## src/verilog/lpd_defines.svh

```systemverilog
// constants for the lcd and pwm command decoder
`ifndef LPD_DEFINES_SVH
`define LPD_DEFINES_SVH

// ----------------------------------------
// command codes
// ----------------------------------------
`define LPD_OP_STATIC_LOW     5'h0C
`define LPD_OP_STATIC_HIGH    5'h0D
`define LPD_OP_LED_POINTER    5'h0E
`define LPD_OP_LCD_POINTER    2'h2
`define LPD_OP_LED_DIVIDER    4'h4
`define LPD_SEL_RAM           2'h1
`define LPD_SEL_DUTY          2'h2

// ----------------------------------------
// limits and reset values
// ----------------------------------------
`define LPD_LCD_MAX_MUX8      6'h27
`define LPD_LCD_MAX_MUX6      6'h29
`define LPD_LCD_MAX_MUX4      6'h2B
`define LPD_LED_MAX           3'h5
`define LPD_LCD_DIV_RESET     5'h0E
`define LPD_LED_DIV_RESET     4'h7
`define LPD_FIFO_DEPTH        8

`endif

```

## src/verilog/lpd_decoder_note_end.sv

```systemverilog
// spare file, holds no logic of the decoder

```

## src/verilog/lpd_pkg.sv

```systemverilog
// types shared by the lcd and pwm command decoder
package lpd_pkg;

	// ----------------------------------------
	// stream and mode types
	// ----------------------------------------
	typedef struct packed {
		logic       isData;
		logic [1:0] targetSelect;
		logic [7:0] value;
	} lpd_stream_type;

	typedef enum logic [1:0] {
		LPD_AUX_OFF    = 2'h0,
		LPD_AUX_STATIC = 2'h1,
		LPD_AUX_PWM    = 2'h2,
		LPD_AUX_SPARE  = 2'h3
	} lpd_aux_mode_type;

	typedef enum logic [1:0] {
		LPD_MUX_8 = 2'h0,
		LPD_MUX_6 = 2'h1,
		LPD_MUX_4 = 2'h2,
		LPD_MUX_X = 2'h3
	} lpd_mux_type;

	typedef struct packed {
		logic                  displayOn;
		logic                  backplaneSwap;
		logic                  drivePolaritySel;
		logic                  lowPowerSel;
		logic                  clockRateSel;
		logic                  clockOutOn;
		logic                  clockSourceSel;
		logic                  dutyPolaritySel;
		lpd_aux_mode_type [5:0] auxOutputMode;
		lpd_mux_type           muxMode;
		logic [1:0]            biasMode;
		logic [4:0]            lcdFrameDividerCode;
		logic [3:0]            ledFrameDividerCode;
	} lpd_config_type;

endpackage : lpd_pkg

```

## src/verilog/lpd_fifo.sv

```systemverilog
// byte fifo between the framing layer and the decoder
`timescale 1ns/1ps
module lpd_fifo #(
	parameter int WIDTH = 11,
	parameter int DEPTH = 8
) (
	input  wire logic             clk,
	input  wire logic             reset,
	input  wire logic             inValid,
	input  wire logic [WIDTH-1:0] inData,
	output      logic             inReady,
	output      logic             outValid,
	output      logic [WIDTH-1:0] outData,
	input  wire logic             outReady
);
	localparam int AW = (DEPTH > 1) ? $clog2(DEPTH) : 1;

	generate
		if (DEPTH < 2 || WIDTH < 1)
		begin : gBadSize
			$error("lpd_fifo needs depth of two or more");
		end
	endgenerate

	logic [WIDTH-1:0] store [DEPTH];
	logic [AW-1:0]    writeIndex;
	logic [AW-1:0]    readIndex;
	logic [AW:0]      fill;
	logic [AW:0]      next_fill;
	logic             push;
	logic             pop;

	// depth need not be a power of two, so wrap explicitly
	function automatic logic [AW-1:0] bump(input logic [AW-1:0] idx);
		bump = (idx == AW'(DEPTH - 1)) ? '0 : idx + 1'b1;
	endfunction : bump

	assign push     = inValid & inReady;
	assign pop      = outValid & outReady;
	assign outValid = (fill != '0);
	assign outData  = store[readIndex];

	always_comb
	begin
		next_fill = fill;
		if (push && !pop)
			next_fill = fill + 1'b1;
		else if (pop && !push)
			next_fill = fill - 1'b1;
	end

	always_ff @(posedge clk)
	begin
		if (push)
			store[writeIndex] <= inData;
	end

	always_ff @(posedge clk)
	begin
		if (reset)
		begin
			writeIndex <= '0;
			readIndex  <= '0;
			fill       <= '0;
			inReady    <= 1'b1;
		end
		else
		begin
			if (push)
				writeIndex <= bump(writeIndex);
			if (pop)
				readIndex <= bump(readIndex);
			fill    <= next_fill;
			// registered so the source sees a clean flop
			inReady <= (next_fill < (AW+1)'(DEPTH));
		end
	end
endmodule : lpd_fifo

```

## src/verilog/lpd_decoder.sv

```systemverilog
// command and data byte decoder for display ram, duty values and aux pins
`timescale 1ns/1ps
`include "lpd_defines.svh"
module lpd_decoder #(
	parameter int FIFO_DEPTH = `LPD_FIFO_DEPTH
) (
	input  wire logic                   clk,
	input  wire logic                   reset,
	input  wire logic                   byteValid,
	input  wire lpd_pkg::lpd_stream_type byteIn,
	output      logic                   byteReady,
	input  wire logic                   configLoad,
	input  wire lpd_pkg::lpd_config_type configIn,
	output      lpd_pkg::lpd_config_type configOut,
	input  wire logic                   ramReady,
	output      logic                   ramWriteStrobe,
	output      logic [5:0]             ramWriteAddr,
	output      logic [7:0]             ramWriteData,
	output      logic [41:0]            dutyValues,
	input  wire logic [5:0]             pwmWave,
	input  wire logic                   oscTick,
	output      logic [5:0]             auxPin,
	output      logic [5:0]             auxPinOe,
	output      logic                   clockIoPinOut,
	output      logic                   clockIoPinOe,
	output      logic                   displayEnable,
	output      logic [5:0]             lcdRamPointer,
	output      logic                   lcdPointerValid,
	output      logic [2:0]             ledChannelPointer,
	output      logic                   ledPointerValid,
	output      logic [5:0]             staticLevel
);
	// ----------------------------------------
	// elaboration checks
	// ----------------------------------------
	generate
		if (FIFO_DEPTH < 2)
		begin : gBadDepth
			$error("lpd_decoder needs a fifo of two or more words");
		end
	endgenerate

	localparam int SW = $bits(lpd_pkg::lpd_stream_type);

	// ----------------------------------------
	// input fifo
	// ----------------------------------------
	logic                    headValid;
	logic                    headReady;
	logic [SW-1:0]           headBits;
	lpd_pkg::lpd_stream_type head;

	lpd_fifo #(
		.WIDTH (SW),
		.DEPTH (FIFO_DEPTH)
	) uFifo (
		.clk      (clk),
		.reset    (reset),
		.inValid  (byteValid),
		.inData   (byteIn),
		.inReady  (byteReady),
		.outValid (headValid),
		.outData  (headBits),
		.outReady (headReady)
	);

	assign head = lpd_pkg::lpd_stream_type'(headBits);

	// ----------------------------------------
	// helpers
	// ----------------------------------------
	// ram depth depends on the mux mode; an unused code is treated as the four-way mux, the deepest ram
	function automatic logic [5:0] lcd_max(input lpd_pkg::lpd_mux_type mux);
		case (mux)
			lpd_pkg::LPD_MUX_8: lcd_max = `LPD_LCD_MAX_MUX8;
			lpd_pkg::LPD_MUX_6: lcd_max = `LPD_LCD_MAX_MUX6;
			lpd_pkg::LPD_MUX_4: lcd_max = `LPD_LCD_MAX_MUX4;
			default:            lcd_max = `LPD_LCD_MAX_MUX4;
		endcase
	endfunction : lcd_max

	function automatic logic aux_drives(input lpd_pkg::lpd_aux_mode_type mode);
		aux_drives = (mode == lpd_pkg::LPD_AUX_STATIC) || (mode == lpd_pkg::LPD_AUX_PWM);
	endfunction : aux_drives

	// ----------------------------------------
	// head decode
	// ----------------------------------------
	logic       isCommand;
	logic       cmdStaticLow;
	logic       cmdStaticHigh;
	logic       cmdLcdPointer;
	logic       cmdLedPointer;
	logic       cmdLedDivider;
	logic       wantRam;
	logic       doRam;
	logic       doDuty;
	logic       take;
	logic [5:0] lcdLimit;

	assign lcdLimit      = lcd_max(configOut.muxMode);
	assign isCommand     = !head.isData;
	assign cmdStaticLow  = isCommand && (head.value[7:3] == `LPD_OP_STATIC_LOW);
	assign cmdStaticHigh = isCommand && (head.value[7:3] == `LPD_OP_STATIC_HIGH);
	assign cmdLedPointer = isCommand && (head.value[7:3] == `LPD_OP_LED_POINTER);
	assign cmdLcdPointer = isCommand && (head.value[7:6] == `LPD_OP_LCD_POINTER);
	assign cmdLedDivider = isCommand && (head.value[7:4] == `LPD_OP_LED_DIVIDER);

	// ram writes wait for the ram port; everything else goes in one cycle
	assign wantRam   = head.isData && (head.targetSelect == `LPD_SEL_RAM) && lcdPointerValid;
	assign doRam     = headValid && wantRam && ramReady;
	assign doDuty    = headValid && head.isData && (head.targetSelect == `LPD_SEL_DUTY)
		&& ledPointerValid;
	assign headReady = !wantRam || ramReady;
	assign take      = headValid && headReady;

	// ----------------------------------------
	// configuration fields
	// ----------------------------------------
	always_ff @(posedge clk)
	begin
		if (reset)
		begin
			configOut                     <= '0;
			configOut.muxMode             <= lpd_pkg::LPD_MUX_8;
			configOut.lcdFrameDividerCode <= `LPD_LCD_DIV_RESET;
			configOut.ledFrameDividerCode <= `LPD_LED_DIV_RESET;
		end
		else if (configLoad)
		begin
			configOut <= configIn;
		end
		else if (take && cmdLedDivider)
		begin
			configOut.ledFrameDividerCode <= head.value[3:0];
		end
	end

	always_ff @(posedge clk)
	begin
		if (reset)
			displayEnable <= 1'b0;
		else
			displayEnable <= configLoad ? configIn.displayOn : configOut.displayOn;
	end

	// ----------------------------------------
	// static levels
	// ----------------------------------------
	always_ff @(posedge clk)
	begin
		if (reset)
		begin
			staticLevel <= '0;
		end
		else if (take)
		begin
			if (cmdStaticLow)
				staticLevel[2:0] <= head.value[2:0];
			if (cmdStaticHigh)
				staticLevel[5:3] <= head.value[2:0];
		end
	end

	// ----------------------------------------
	// display ram pointer
	// ----------------------------------------
	// an out-of-range load keeps the old value but blocks writes
	always_ff @(posedge clk)
	begin
		if (reset)
		begin
			lcdRamPointer   <= '0;
			lcdPointerValid <= 1'b1;
		end
		else if (take && cmdLcdPointer)
		begin
			if (head.value[5:0] <= lcdLimit)
			begin
				lcdRamPointer   <= head.value[5:0];
				lcdPointerValid <= 1'b1;
			end
			else
			begin
				lcdPointerValid <= 1'b0;
			end
		end
		else if (doRam)
		begin
			lcdRamPointer <= lcdRamPointer + 1'b1;
			// running past the end blocks writes until a fresh load
			if (lcdRamPointer >= lcdLimit)
				lcdPointerValid <= 1'b0;
		end
		else if (lcdRamPointer > lcdLimit)
		begin
			// a later mux change can shrink the ram under the pointer
			lcdPointerValid <= 1'b0;
		end
	end

	always_ff @(posedge clk)
	begin
		if (reset)
		begin
			ramWriteStrobe <= 1'b0;
			ramWriteAddr   <= '0;
			ramWriteData   <= '0;
		end
		else
		begin
			ramWriteStrobe <= doRam;
			if (doRam)
			begin
				ramWriteAddr <= lcdRamPointer;
				ramWriteData <= head.value;
			end
		end
	end

	// ----------------------------------------
	// pwm channel pointer and duty values
	// ----------------------------------------
	always_ff @(posedge clk)
	begin
		if (reset)
		begin
			ledChannelPointer <= '0;
			ledPointerValid   <= 1'b1;
		end
		else if (take && cmdLedPointer)
		begin
			if (head.value[2:0] <= `LPD_LED_MAX)
			begin
				ledChannelPointer <= head.value[2:0];
				ledPointerValid   <= 1'b1;
			end
			else
			begin
				ledPointerValid <= 1'b0;
			end
		end
	end

	always_ff @(posedge clk)
	begin
		if (reset)
		begin
			dutyValues <= '0;
		end
		else if (doDuty)
		begin
			// bit 7 of the byte is dropped, only seven bits are held
			dutyValues[ledChannelPointer * 7 +: 7] <= head.value[6:0];
		end
	end

	// ----------------------------------------
	// aux pins
	// ----------------------------------------
	always_ff @(posedge clk)
	begin
		if (reset)
		begin
			auxPin   <= '0;
			auxPinOe <= '0;
		end
		else
		begin
			for (int i = 0; i < 6; i++)
			begin
				auxPinOe[i] <= aux_drives(configOut.auxOutputMode[i]);
				case (configOut.auxOutputMode[i])
					lpd_pkg::LPD_AUX_STATIC: auxPin[i] <= staticLevel[i];
					lpd_pkg::LPD_AUX_PWM:    auxPin[i] <= pwmWave[i];
					default:                 auxPin[i] <= 1'b0;
				endcase
			end
		end
	end

	// ----------------------------------------
	// clock pin
	// ----------------------------------------
	// only the internal oscillator can be sent out; an external clock keeps the pin as input
	always_ff @(posedge clk)
	begin
		if (reset)
		begin
			clockIoPinOe  <= 1'b0;
			clockIoPinOut <= 1'b0;
		end
		else
		begin
			clockIoPinOe  <= configOut.clockOutOn && !configOut.clockSourceSel;
			clockIoPinOut <= oscTick && configOut.clockOutOn && !configOut.clockSourceSel;
		end
	end
endmodule : lpd_decoder

```

## config.mk

```make
export PLATFORM = sky130hd
export DESIGN_NAME = lpd_decoder
export DESIGN_NICKNAME = d
export VERILOG_FILES = /design/src/verilog/lpd_decoder_note_end.sv /design/src/verilog/lpd_pkg.sv /design/src/verilog/lpd_fifo.sv /design/src/verilog/lpd_decoder.sv
export VERILOG_INCLUDE_DIRS = /design/src /design/src/verilog
export SDC_FILE = /design/constraint.sdc
export NUM_CORES = 1
export LEC_CHECK = 0
export ABC_CLOCK_PERIOD_IN_PS = 3230
export BUFFER_PORTS_ARGS = -buffer_cell sky130_fd_sc_hd__buf_4
export CAP_MARGIN = 20
export CORE_ASPECT_RATIO = 0.7
export CORE_MARGIN = 4
export CORE_UTILIZATION = 25
export CTS_CLUSTER_DIAMETER = 60
export DETAILED_ROUTE_END_ITERATION = 10
export PLACE_DENSITY = 0.51
export SETUP_SLACK_MARGIN = 0.4
export SLEW_MARGIN = 20
export SYNTH_ARGS = -nofsm -noshare
export SYNTH_HDL_FRONTEND = slang
export SYNTH_SLANG_ARGS = --single-unit
```

## constraint.sdc

```tcl
create_clock -name clk -period 3.23 [get_ports clk]
set_input_delay 0.646 -clock clk [delete_from_list [all_inputs] [get_ports clk]]
set_output_delay 0.646 -clock clk [all_outputs]
set_load 0.1 [all_outputs]
```

==> impl_metrics.env, run 1 <==
export IMPL_synth_compound_area_share_pct=7.14
export IMPL_wl_per_cell_microns=18.6
export IMPL_end_kind="flip-flop"
export IMPL_clk_pin_slew_ns=0.06
export IMPL_ys_types=61
export IMPL_period_needed_ns=2.87
export IMPL_clockRootBuffer="clkbuf_16"
export IMPL_synth_xor_xnor_area_share_pct=0.0946
export IMPL_first_pass_iters=7
export IMPL_clock_skew_ns=0.00910
export IMPL_cp_arrival_ns=3.28
export IMPL_holdCritStartpoint="oscTick"
export IMPL_synth_edf_count=88
export IMPL_h_tree_depth=1
export IMPL_synth_seq_cells=224
export IMPL_drt_vias_per_instance=4.45
export IMPL_finalHoldViolCount=0
export IMPL_rows=58
export IMPL_rsz0062_at_grt="yes"
export IMPL_die_h_microns=169
export IMPL_ys_flop_type="dfxtp_1"
export IMPL_drive_above_1_share_pct=33.2
export IMPL_synth_top_family_by_area="multiplexers"
export IMPL_ios=179
export IMPL_leakagePower_nw=5.00
export IMPL_synthArstFlopShare_pct=0
export IMPL_setup_viol=0
export IMPL_grt_max_degree=57
export IMPL_maxSlewViolCount=0
export IMPL_clock_path_buffers=3
export IMPL_grt_pass1_vias=6490
export IMPL_hp_class="in2reg"
export IMPL_grt_antenna_before_repair=0
export IMPL_ys_seq_area_share_pct=58.0
export IMPL_power_mw=9.05
export IMPL_syn_to_final_growth_pct=34.5
export IMPL_track_usage_pct=13.1
export IMPL_fill_cells=3615
export IMPL_yosysTopAreaCell="dfxtp_1"
export IMPL_powerDensity_nw_per_um2=727
export IMPL_gr_total_overflow=0
export IMPL_final_cell_mix="buf_4 (221), dfxtp_1 (133), nor2_1 (119)"
export IMPL_insertion_delay_ns=0.53
export IMPL_start_util_pct=25.6
export IMPL_path_class="reg2reg"
export IMPL_setup_tns_ns=0
export IMPL_synthCells=767
export IMPL_cts_tree="done"
export IMPL_synth_fa_ha_area_share_pct=4.06
export IMPL_layout_nets=1069
export IMPL_crit_path_max_fanout=6
export IMPL_syn_area_sq_um=9250
export IMPL_hold_path_end="clockIoPinOut"
export IMPL_syn_area_per_cell_sq_um=12.1
export IMPL_yosysWarnings=0
export IMPL_die_area_sq_um=40200
export IMPL_drc=0
export IMPL_synth_top_area_share_pct=29.4
export IMPL_fp_dieW_microns=238
export IMPL_ant_nets=0
export IMPL_core_area_sq_um=36200
export IMPL_fmax_mhz=349
export IMPL_antenna_cells=0
export IMPL_synth_simple_area_share_pct=11.9
export IMPL_tightest_slew_ns=0.660
export IMPL_grt_pass1_wl_microns=41000
export IMPL_worstHoldPathCells=2
export IMPL_cts_sinks=224
export IMPL_layout_commonest_cell="buf_4"
export IMPL_drtIter0Drc=469
export IMPL_peakVddDrop_uv=284
export IMPL_cts_made_buffers=25
export IMPL_vias=6601
export IMPL_maxCapViolCount=0
export IMPL_syn_nets=853
export IMPL_ff2ff_path_depth=15
export IMPL_post_dp_hpwl_microns=19200
export IMPL_muxShareOfSynthArea_pct=15.5
export IMPL_outcome="finished clean"
export IMPL_r2r_slack_ns=0.36
export IMPL_io_buffers=178
export IMPL_setup_worst_path_start_class="flip-flop"
export IMPL_gp_congestion=0.799
export IMPL_drt_total_wl_microns=27500
export IMPL_required_ns=3.64
export IMPL_synth_area_leaders="dfxtp_1 (29%), edfxtp_1 (29%), mux2i_1 (9.4%)"
export IMPL_relSlewSlack_pct=56.0
export IMPL_period_share_pct=88.7
-- routing by layer --
metal / track usage [%] / share of wire [%] / vias up
met5: 0 / 0 / -
li1: - / - / 3195
met2: 18.6 / 42 / 169
met1: 20.3 / 50 / 3201
met3: 3.16 / 6.2 / 36
met4: 2.66 / 1.8 / 0
-- report_power, final --
part	leakage, nW	internal [mW]	switching [mW]	total, mW
logic	2.70	1.00	1.82	2.83
clock network	0.393	1.74	1.19	2.93
registers	1.91	3.14	0.157	3.30
total	5.00	5.88	3.17	9.05
-- worst max-delay path, cell delays in order, from the launching register on --
cell	delay [ns]
dfxtp_4	0.38
buf_6	0.14
buf_6	0.12
mux2i_2	0.14
a32o_2	0.29
o311ai_4	0.30
o21a_1	0.24
inv_4	0.05
ha_4	0.16
or4_4	0.48
nand2_2	0.07
o21ai_1	0.05
o21ai_1	0.11
nor2_1	0.06
a21oi_1	0.11
nor2_1	0.05
-- cell usage after synthesis, types with 2 or more instances --
master and number:
dfxtp_1 136, nor2_1 121, edfxtp_1 88, mux2i_1 87, ha_1 30, inv_1 27
nand2_1 27, a21oi_1 23, nor3_1 23, mux4_2 19, clkbuf_1 16, a211oi_1 14
buf_2 14, nand2b_1 13, buf_1 10, a22oi_1 8, nand3_1 8, nor2b_1 8
mux2_2 7, nor3b_1 7, o21ai_0 6, and2_1 5, mux2_1 5, nand3b_1 5
o211ai_1 4, a211o_1 3, a211oi_2 3, and3_1 3, buf_6 3, nor4_1 3
a2111oi_0 2, a21o_1 2, a2bb2o_1 2, a31oi_1 2, a32oi_1 2, a41o_1 2
a41oi_1 2, o21a_1 2, o31ai_1 2, or2_0 2
-- cell type report --
class	count	area, sq um	share of cell area, %
clock buffer	27	633	5.09
clock inverter	19	200	1.61
inverter	27	104	0.834
multi-input combinational	473	3730	30.0
sequential	224	5380	43.2
tap	480	601	4.83
timing repair buffer	232	1800	14.4
-- how the worst max path moves through the flow --
stage / start / endpoint / cells past startpoint
2_1_floorplan: flip-flop / flip-flop / 16
3_3_place_gp: flip-flop / flip-flop / 13
3_5_place_dp: flip-flop / lcdRamPointer[1] / 10
4_1_cts: flip-flop / flip-flop / 16
5_1_grt: flip-flop / flip-flop / 15
6_report: flip-flop / flip-flop / 15
-- per-stage QoR --
stage	utilization [%]	area [sq um]	setup slack, ns	cells	hold slack [ns]
floorplan	-	9380	0.294	767	0.463
global placement	31.3	11300	0.211	1416	0.458
detailed placement	31.3	11300	0.171	1416	0.453
CTS	33.8	12200	0.397	1470	0.295
global route	34.4	12400	0.257	1482	0.301
finish	34.4	12400	0.364	1482	0.323
-- state kept, by name, indices dropped and copies added (netlist names), 3 cells and up, named ones only --
register           flops
uFifo.writeIndex       3
staticLevel            6
ramWriteData           8
lcdRamPointer          6
uFifo.store           88
uFifo.fill             3
uFifo.readIndex        3
ramWriteAddr           6
dutyValues            42
ledChannelPointer      3
auxPin                 6
auxPinOe               6
configOut             33
-- cells by family after synthesis --
kind of cell    Yosys count
compound gates           88
xor+xnor                  1
fa+ha+maj                30
buf+inv                  71
flops                   224
mux                     118
simple gates            235
-- timing repair --
| action | in CTS | in global routing |
|---|---|---|
| hold buffers | 0 | 0 |
| pin swaps | 4 | 9 |
| endpoints found under the setup margin | 28 | 40 |
| buffers inserted | 7 | 11 |
| cloned | 1 | 1 |
| gates resized for setup | 11 | 24 |
Note: power is estimated with default switching activity, not from simulation.
==> inputs of run 2 (changes only) <==
- BUFFER_PORTS_ARGS: -buffer_cell sky130_fd_sc_hd__buf_4 -> -buffer_cell sky130_fd_sc_hd__buf_2
==> impl_metrics.env, run 2 (synthesis results as in run 1) <==
export IMPL_period_needed_ns=2.88
export IMPL_cts_made_buffers=23
export IMPL_drtIter0Drc=443
export IMPL_die_area_sq_um=40200
export IMPL_ant_nets=0
export IMPL_outcome="finished clean"
export IMPL_largest_register="uFifo.store"
export IMPL_drt_total_wl_microns=27000
export IMPL_largest_registers="uFifo.store x88, dutyValues x42, configOut x33"
export IMPL_maxCapViolCount=0
export IMPL_start_util_pct=25.6
export IMPL_largest_register_ffs=88
export IMPL_worstHoldPathCells=2
export IMPL_whs_ns=0.334
export IMPL_final_cell_mix="buf_2 (177), dfxtp_1 (133), nor2_1 (119)"
export IMPL_layout_commonest_cell="buf_2"
export IMPL_cts_tree="done"
export IMPL_tightest_slew_ns=0.992
export IMPL_clockRootBuffer="clkbuf_16"
export IMPL_finalHoldViolCount=0
export IMPL_end_kind="flip-flop"
export IMPL_rsz0062_at_grt="yes"
export IMPL_drc=0
export IMPL_cts_sinks=224
export IMPL_drt_vias_per_instance=4.58
export IMPL_h_tree_depth=1
export IMPL_required_ns=3.67
export IMPL_wl_per_cell_microns=18.4
export IMPL_leakagePower_nw=4.89
export IMPL_io_buffers=178
export IMPL_fin_ws_ns=0.345
export IMPL_clock_skew_ns=0.00627
export IMPL_grt_max_degree=123
export IMPL_antenna_cells=0
export IMPL_place_inst=1416
export IMPL_gp_congestion=0.832
export IMPL_cp_slowest_cell="dfxtp_4"
export IMPL_cp_arrival_ns=3.33
export IMPL_path_class="reg2reg"
export IMPL_relSlewSlack_pct=33.8
export IMPL_clock_path_buffers=3
export IMPL_first_pass_iters=5
export IMPL_fp_dieW_microns=238
export IMPL_fmax_mhz=347
export IMPL_crit_path_max_incr_delay_ns=0.39
export IMPL_setup_tns_ns=0
export IMPL_clk_pin_slew_ns=0.06
export IMPL_track_usage_pct=12.9
export IMPL_period_share_pct=89.3
export IMPL_post_dp_hpwl_microns=19100
export IMPL_setup_worst_path_start_class="flip-flop"
export IMPL_hold_path_end="clockIoPinOut"
export IMPL_hp_class="in2reg"
export IMPL_crit_top_cell="nor2_1"
export IMPL_grt_antenna_before_repair=0
export IMPL_insertion_delay_ns=0.51
export IMPL_maxSlewViolCount=0
export IMPL_crit_family="compound AO/OA/AOI/OAI gates"
export IMPL_holdCritStartpoint="oscTick"
export IMPL_vias=6735
export IMPL_rows=58
export IMPL_powerDensity_nw_per_um2=734
export IMPL_drive_above_1_share_pct=32.8
export IMPL_gr_total_overflow=0
export IMPL_grt_pass1_wl_microns=40700
export IMPL_crit_path_max_fanout=6
export IMPL_setup_viol=0
export IMPL_r2r_slack_ns=0.35
export IMPL_stdcell_count=1472
export IMPL_grt_pass1_vias=6584
export IMPL_layout_nets=1062
export IMPL_cp_num_buf_inv=3
export IMPL_fin_util_pct=32.7
export IMPL_ff2ff_path_depth=14
export IMPL_peakVddDrop_uv=305
export IMPL_dp_slack_ns=0.162
export IMPL_syn_to_final_growth_pct=28.1
export IMPL_ios=179
export IMPL_die_h_microns=169
export IMPL_core_area_sq_um=36200
export IMPL_path_cells="buf_6 > mux2_4 > a32o_2 > o311ai_4 > o21a_2 > inv_4 > ha_4 > buf_4 > nand2b_1 > o41ai_1 > o21ai_2 > nor2_1 > a21oi_1 > nor2_1"
==> run 2: metal layers <==
layer / vias up / track usage [%] / part of all wire (%)
li1: 3196 / - / -
met1: 3331 / 19.3 / 50
met2: 176 / 19.3 / 43
met3: 32 / 2.90 / 5.6
met4: 0 / 2.38 / 1.5
met5: - / 0 / 0
==> run 2: repair_timing <==
item | 4_1_cts | 5_1_grt
pin swaps | 2 | 8
endpoints found under the setup margin | 21 | 26
resized for setup | 6 | 24
gates cloned | 1 | 1
setup buffers | 4 | 9
hold buffers | 0 | 0
==> run 2: worst max path at each step <==
| stage | end | slack (ns) | depth (start not counted) |
|---|---|---|---|
| floorplan | flip-flop | 0.29 | 16 |
| global placement | flip-flop | 0.20 | 14 |
| detailed placement | flip-flop | 0.16 | 14 |
| CTS | flip-flop | 0.38 | 14 |
| global route | flip-flop | 0.24 | 14 |
| finish | flip-flop | 0.35 | 14 |
==> run 2: power by group <==
part / switching, mW / internal (mW) / total, mW
combinational: 1.85 / 0.929 / 2.78
clock: 1.10 / 1.52 / 2.63
sequential: 0.152 / 3.14 / 3.29
total: 3.10 / 5.59 / 8.70
==> run 2: final cells by class <==
type / count / area [sq um]
tap: 480 / 601
timing repair buffer: 227 / 1310
fill: 3645 / 24400
inverter: 27 / 104
sequential: 224 / 5370
clock buffer: 33 / 669
clock inverter: 8 / 70.1
multi-input combinational: 473 / 3720
==> run 2: stage by stage <==
step / power (mW) / cell area (sq um)
finish: 8.70 / 11900
global route: 9.13 / 11900
CTS: 8.63 / 11700
detailed placement: 5.93 / 10900
global placement: 5.92 / 10900
floorplan: 5.19 / 9380
==> inputs of run 3 (changes only) <==
- GPL_ROUTABILITY_DRIVEN: not set -> 0
- PLACE_DENSITY: 0.51 -> not set
==> impl_metrics.env, run 3 (synthesis results as in run 1) <==
export IMPL_maxSlewViolCount=0
export IMPL_first_pass_iters=6
export IMPL_io_buffers=178
export IMPL_crit_family="compound AO/OA/AOI/OAI gates"
export IMPL_gr_total_overflow=0
export IMPL_r2r_slack_ns=0.36
export IMPL_powerDensity_nw_per_um2=725
export IMPL_largest_register_ffs=88
export IMPL_leakagePower_nw=4.94
export IMPL_crit_path_max_incr_delay_ns=0.47
export IMPL_crit_path_max_fanout=5
export IMPL_syn_to_final_growth_pct=29.7
export IMPL_setup_tns_ns=0
export IMPL_fmax_mhz=349
export IMPL_relSlewSlack_pct=49.4
export IMPL_grt_antenna_before_repair=1
export IMPL_ios=179
export IMPL_core_area_sq_um=36200
export IMPL_cp_depth=16
export IMPL_drc=0
export IMPL_hp_class="in2reg"
export IMPL_start_util_pct=25.6
export IMPL_power_frac_seq_pct=37.8
export IMPL_finalHoldViolCount=0
export IMPL_drt_total_wl_microns=26800
export IMPL_clock_path_buffers=3
export IMPL_wl_per_cell_microns=18.1
export IMPL_period_share_pct=88.8
export IMPL_maxCapViolCount=0
export IMPL_peakVddDrop_uv=383
export IMPL_h_tree_depth=1
export IMPL_grt_pass1_wl_microns=39100
export IMPL_postCtsHoldBufs=0
export IMPL_cp_arrival_ns=3.26
export IMPL_largest_registers="uFifo.store x88, dutyValues x42, configOut x33"
export IMPL_internal_power_mw=5.60
export IMPL_cp_slowest_cell="or4_4"
export IMPL_final_cell_mix="buf_2 (178), dfxtp_1 (133), nor2_1 (119)"
export IMPL_ff2ff_path_depth=16
export IMPL_setup_viol=0
export IMPL_vias=6761
export IMPL_required_ns=3.62
export IMPL_outcome="finished clean"
export IMPL_fill_cells=3601
export IMPL_grt_max_degree=123
export IMPL_power_mw=8.70
export IMPL_dp_slack_ns=0.156
export IMPL_rows=58
export IMPL_layout_nets=1071
export IMPL_cp_num_buf_inv=3
export IMPL_cts_made_buffers=22
export IMPL_die_h_microns=169
export IMPL_path_class="reg2reg"
export IMPL_fp_dieW_microns=238
export IMPL_drt_vias_per_instance=4.56
export IMPL_grt_pass1_vias=6411
export IMPL_layout_commonest_cell="buf_2"
export IMPL_clockPowerShare_pct=29.5
export IMPL_combPwrFrac_pct=32.7
export IMPL_p_sw_share_pct=35.7
export IMPL_ant_nets=0
export IMPL_period_needed_ns=2.87
export IMPL_clockRootBuffer="clkbuf_16"
export IMPL_post_dp_hpwl_microns=18700
export IMPL_drive_above_1_share_pct=33.8
export IMPL_insertion_delay_ns=0.52
export IMPL_clock_skew_ns=0.0160
export IMPL_clk_pin_slew_ns=0.06
export IMPL_track_usage_pct=12.5
export IMPL_die_area_sq_um=40200
export IMPL_largest_register="uFifo.store"
export IMPL_drtIter0Drc=555
export IMPL_cts_sinks=224
export IMPL_end_kind="flip-flop"
export IMPL_fin_ws_ns=0.361
export IMPL_setup_worst_path_start_class="flip-flop"
export IMPL_path_cells="buf_12 > buf_12 > mux2i_1 > a2bb2o_2 > nor2_2 > o311ai_4 > o21a_1 > inv_4 > ha_4 > or4_4 > nand2_2 > o21ai_1 > o21ai_1 > nor2_1 > a21oi_2 > nor2_1"
export IMPL_tightest_slew_ns=0.760
export IMPL_rsz0062_at_grt="yes"
export IMPL_power_switching_mw=3.10
export IMPL_cts_tree="done"
[run 3: cell type report]
type | count | area (sq um) | share of cell area [%]
Tap cell | 480 | 601 | 5.01
Timing Repair Buffer | 237 | 1430 | 11.9
Antenna cell | 1 | 2.50 | 0.0209
Clock buffer | 34 | 658 | 5.48
Multi-Input combinational cell | 473 | 3770 | 31.4
Clock inverter | 6 | 56.3 | 0.469
Inverter | 27 | 104 | 0.865
Sequential cell | 224 | 5380 | 44.8
[run 3: worst min path at each step]
stage                             startpoint            end  slack (ns)  cells past startpoint
after floorplan           uFifo.readIndex[1]      flip-flop        0.46                      2
after global placement          configOut[5]   configOut[5]        0.45                      2
after detailed placement        configOut[6]   configOut[6]        0.46                      2
after CTS                        configIn[6]   configOut[6]        0.31                      3
after global routing                 oscTick  clockIoPinOut        0.34                      2
final                                oscTick  clockIoPinOut        0.34                      2
[run 3: stage by stage]
step | hold slack [ns] | cells | utilization, % | instance area [sq um]
2_1_floorplan | 0.463 | 767 | - | 9380
3_3_place_gp | 0.451 | 1416 | 30.1 | 10900
3_5_place_dp | 0.457 | 1416 | 30.1 | 10900
4_1_cts | 0.315 | 1460 | 32.2 | 11700
5_1_grt | 0.339 | 1482 | 33.1 | 12000
6_report | 0.342 | 1482 | 33.1 | 12000
[run 3: repair_timing]
item,4_1_cts,5_1_grt
buffers inserted,4,19
setup endpoints to repair,49,50
gates resized for setup,4,36
pin swaps,0,9
gates cloned,0,2
[run 3: routing by layer]
metal / wire (microns) / global-route usage (%)
met1: 12700 / 18.0
met3: 1670 / 3.14
met4: 514 / 3.02
met5: 0 / 0
met2: 11900 / 18.8
[run 3: power by group through the flow]
stage	combinational, mW	clock [mW]	sequential [mW]
final	2.85	2.57	3.28
after global routing	3.01	2.77	3.31
after CTS	2.62	2.65	3.31
after detailed placement	2.60	0	3.38
after global placement	2.57	0	3.37
after floorplan	1.29	0	3.90
[run 3: worst register-to-register path: stages, from the launching register on]
cell	delay (ns)
dfxtp_4	0.39
buf_12	0.12
buf_12	0.11
mux2i_1	0.33
a2bb2o_2	0.28
nor2_2	0.06
o311ai_4	0.09
o21a_1	0.22
inv_4	0.05
ha_4	0.17
or4_4	0.47
nand2_2	0.07
o21ai_1	0.05
o21ai_1	0.11
nor2_1	0.08
a21oi_2	0.11
nor2_1	0.04
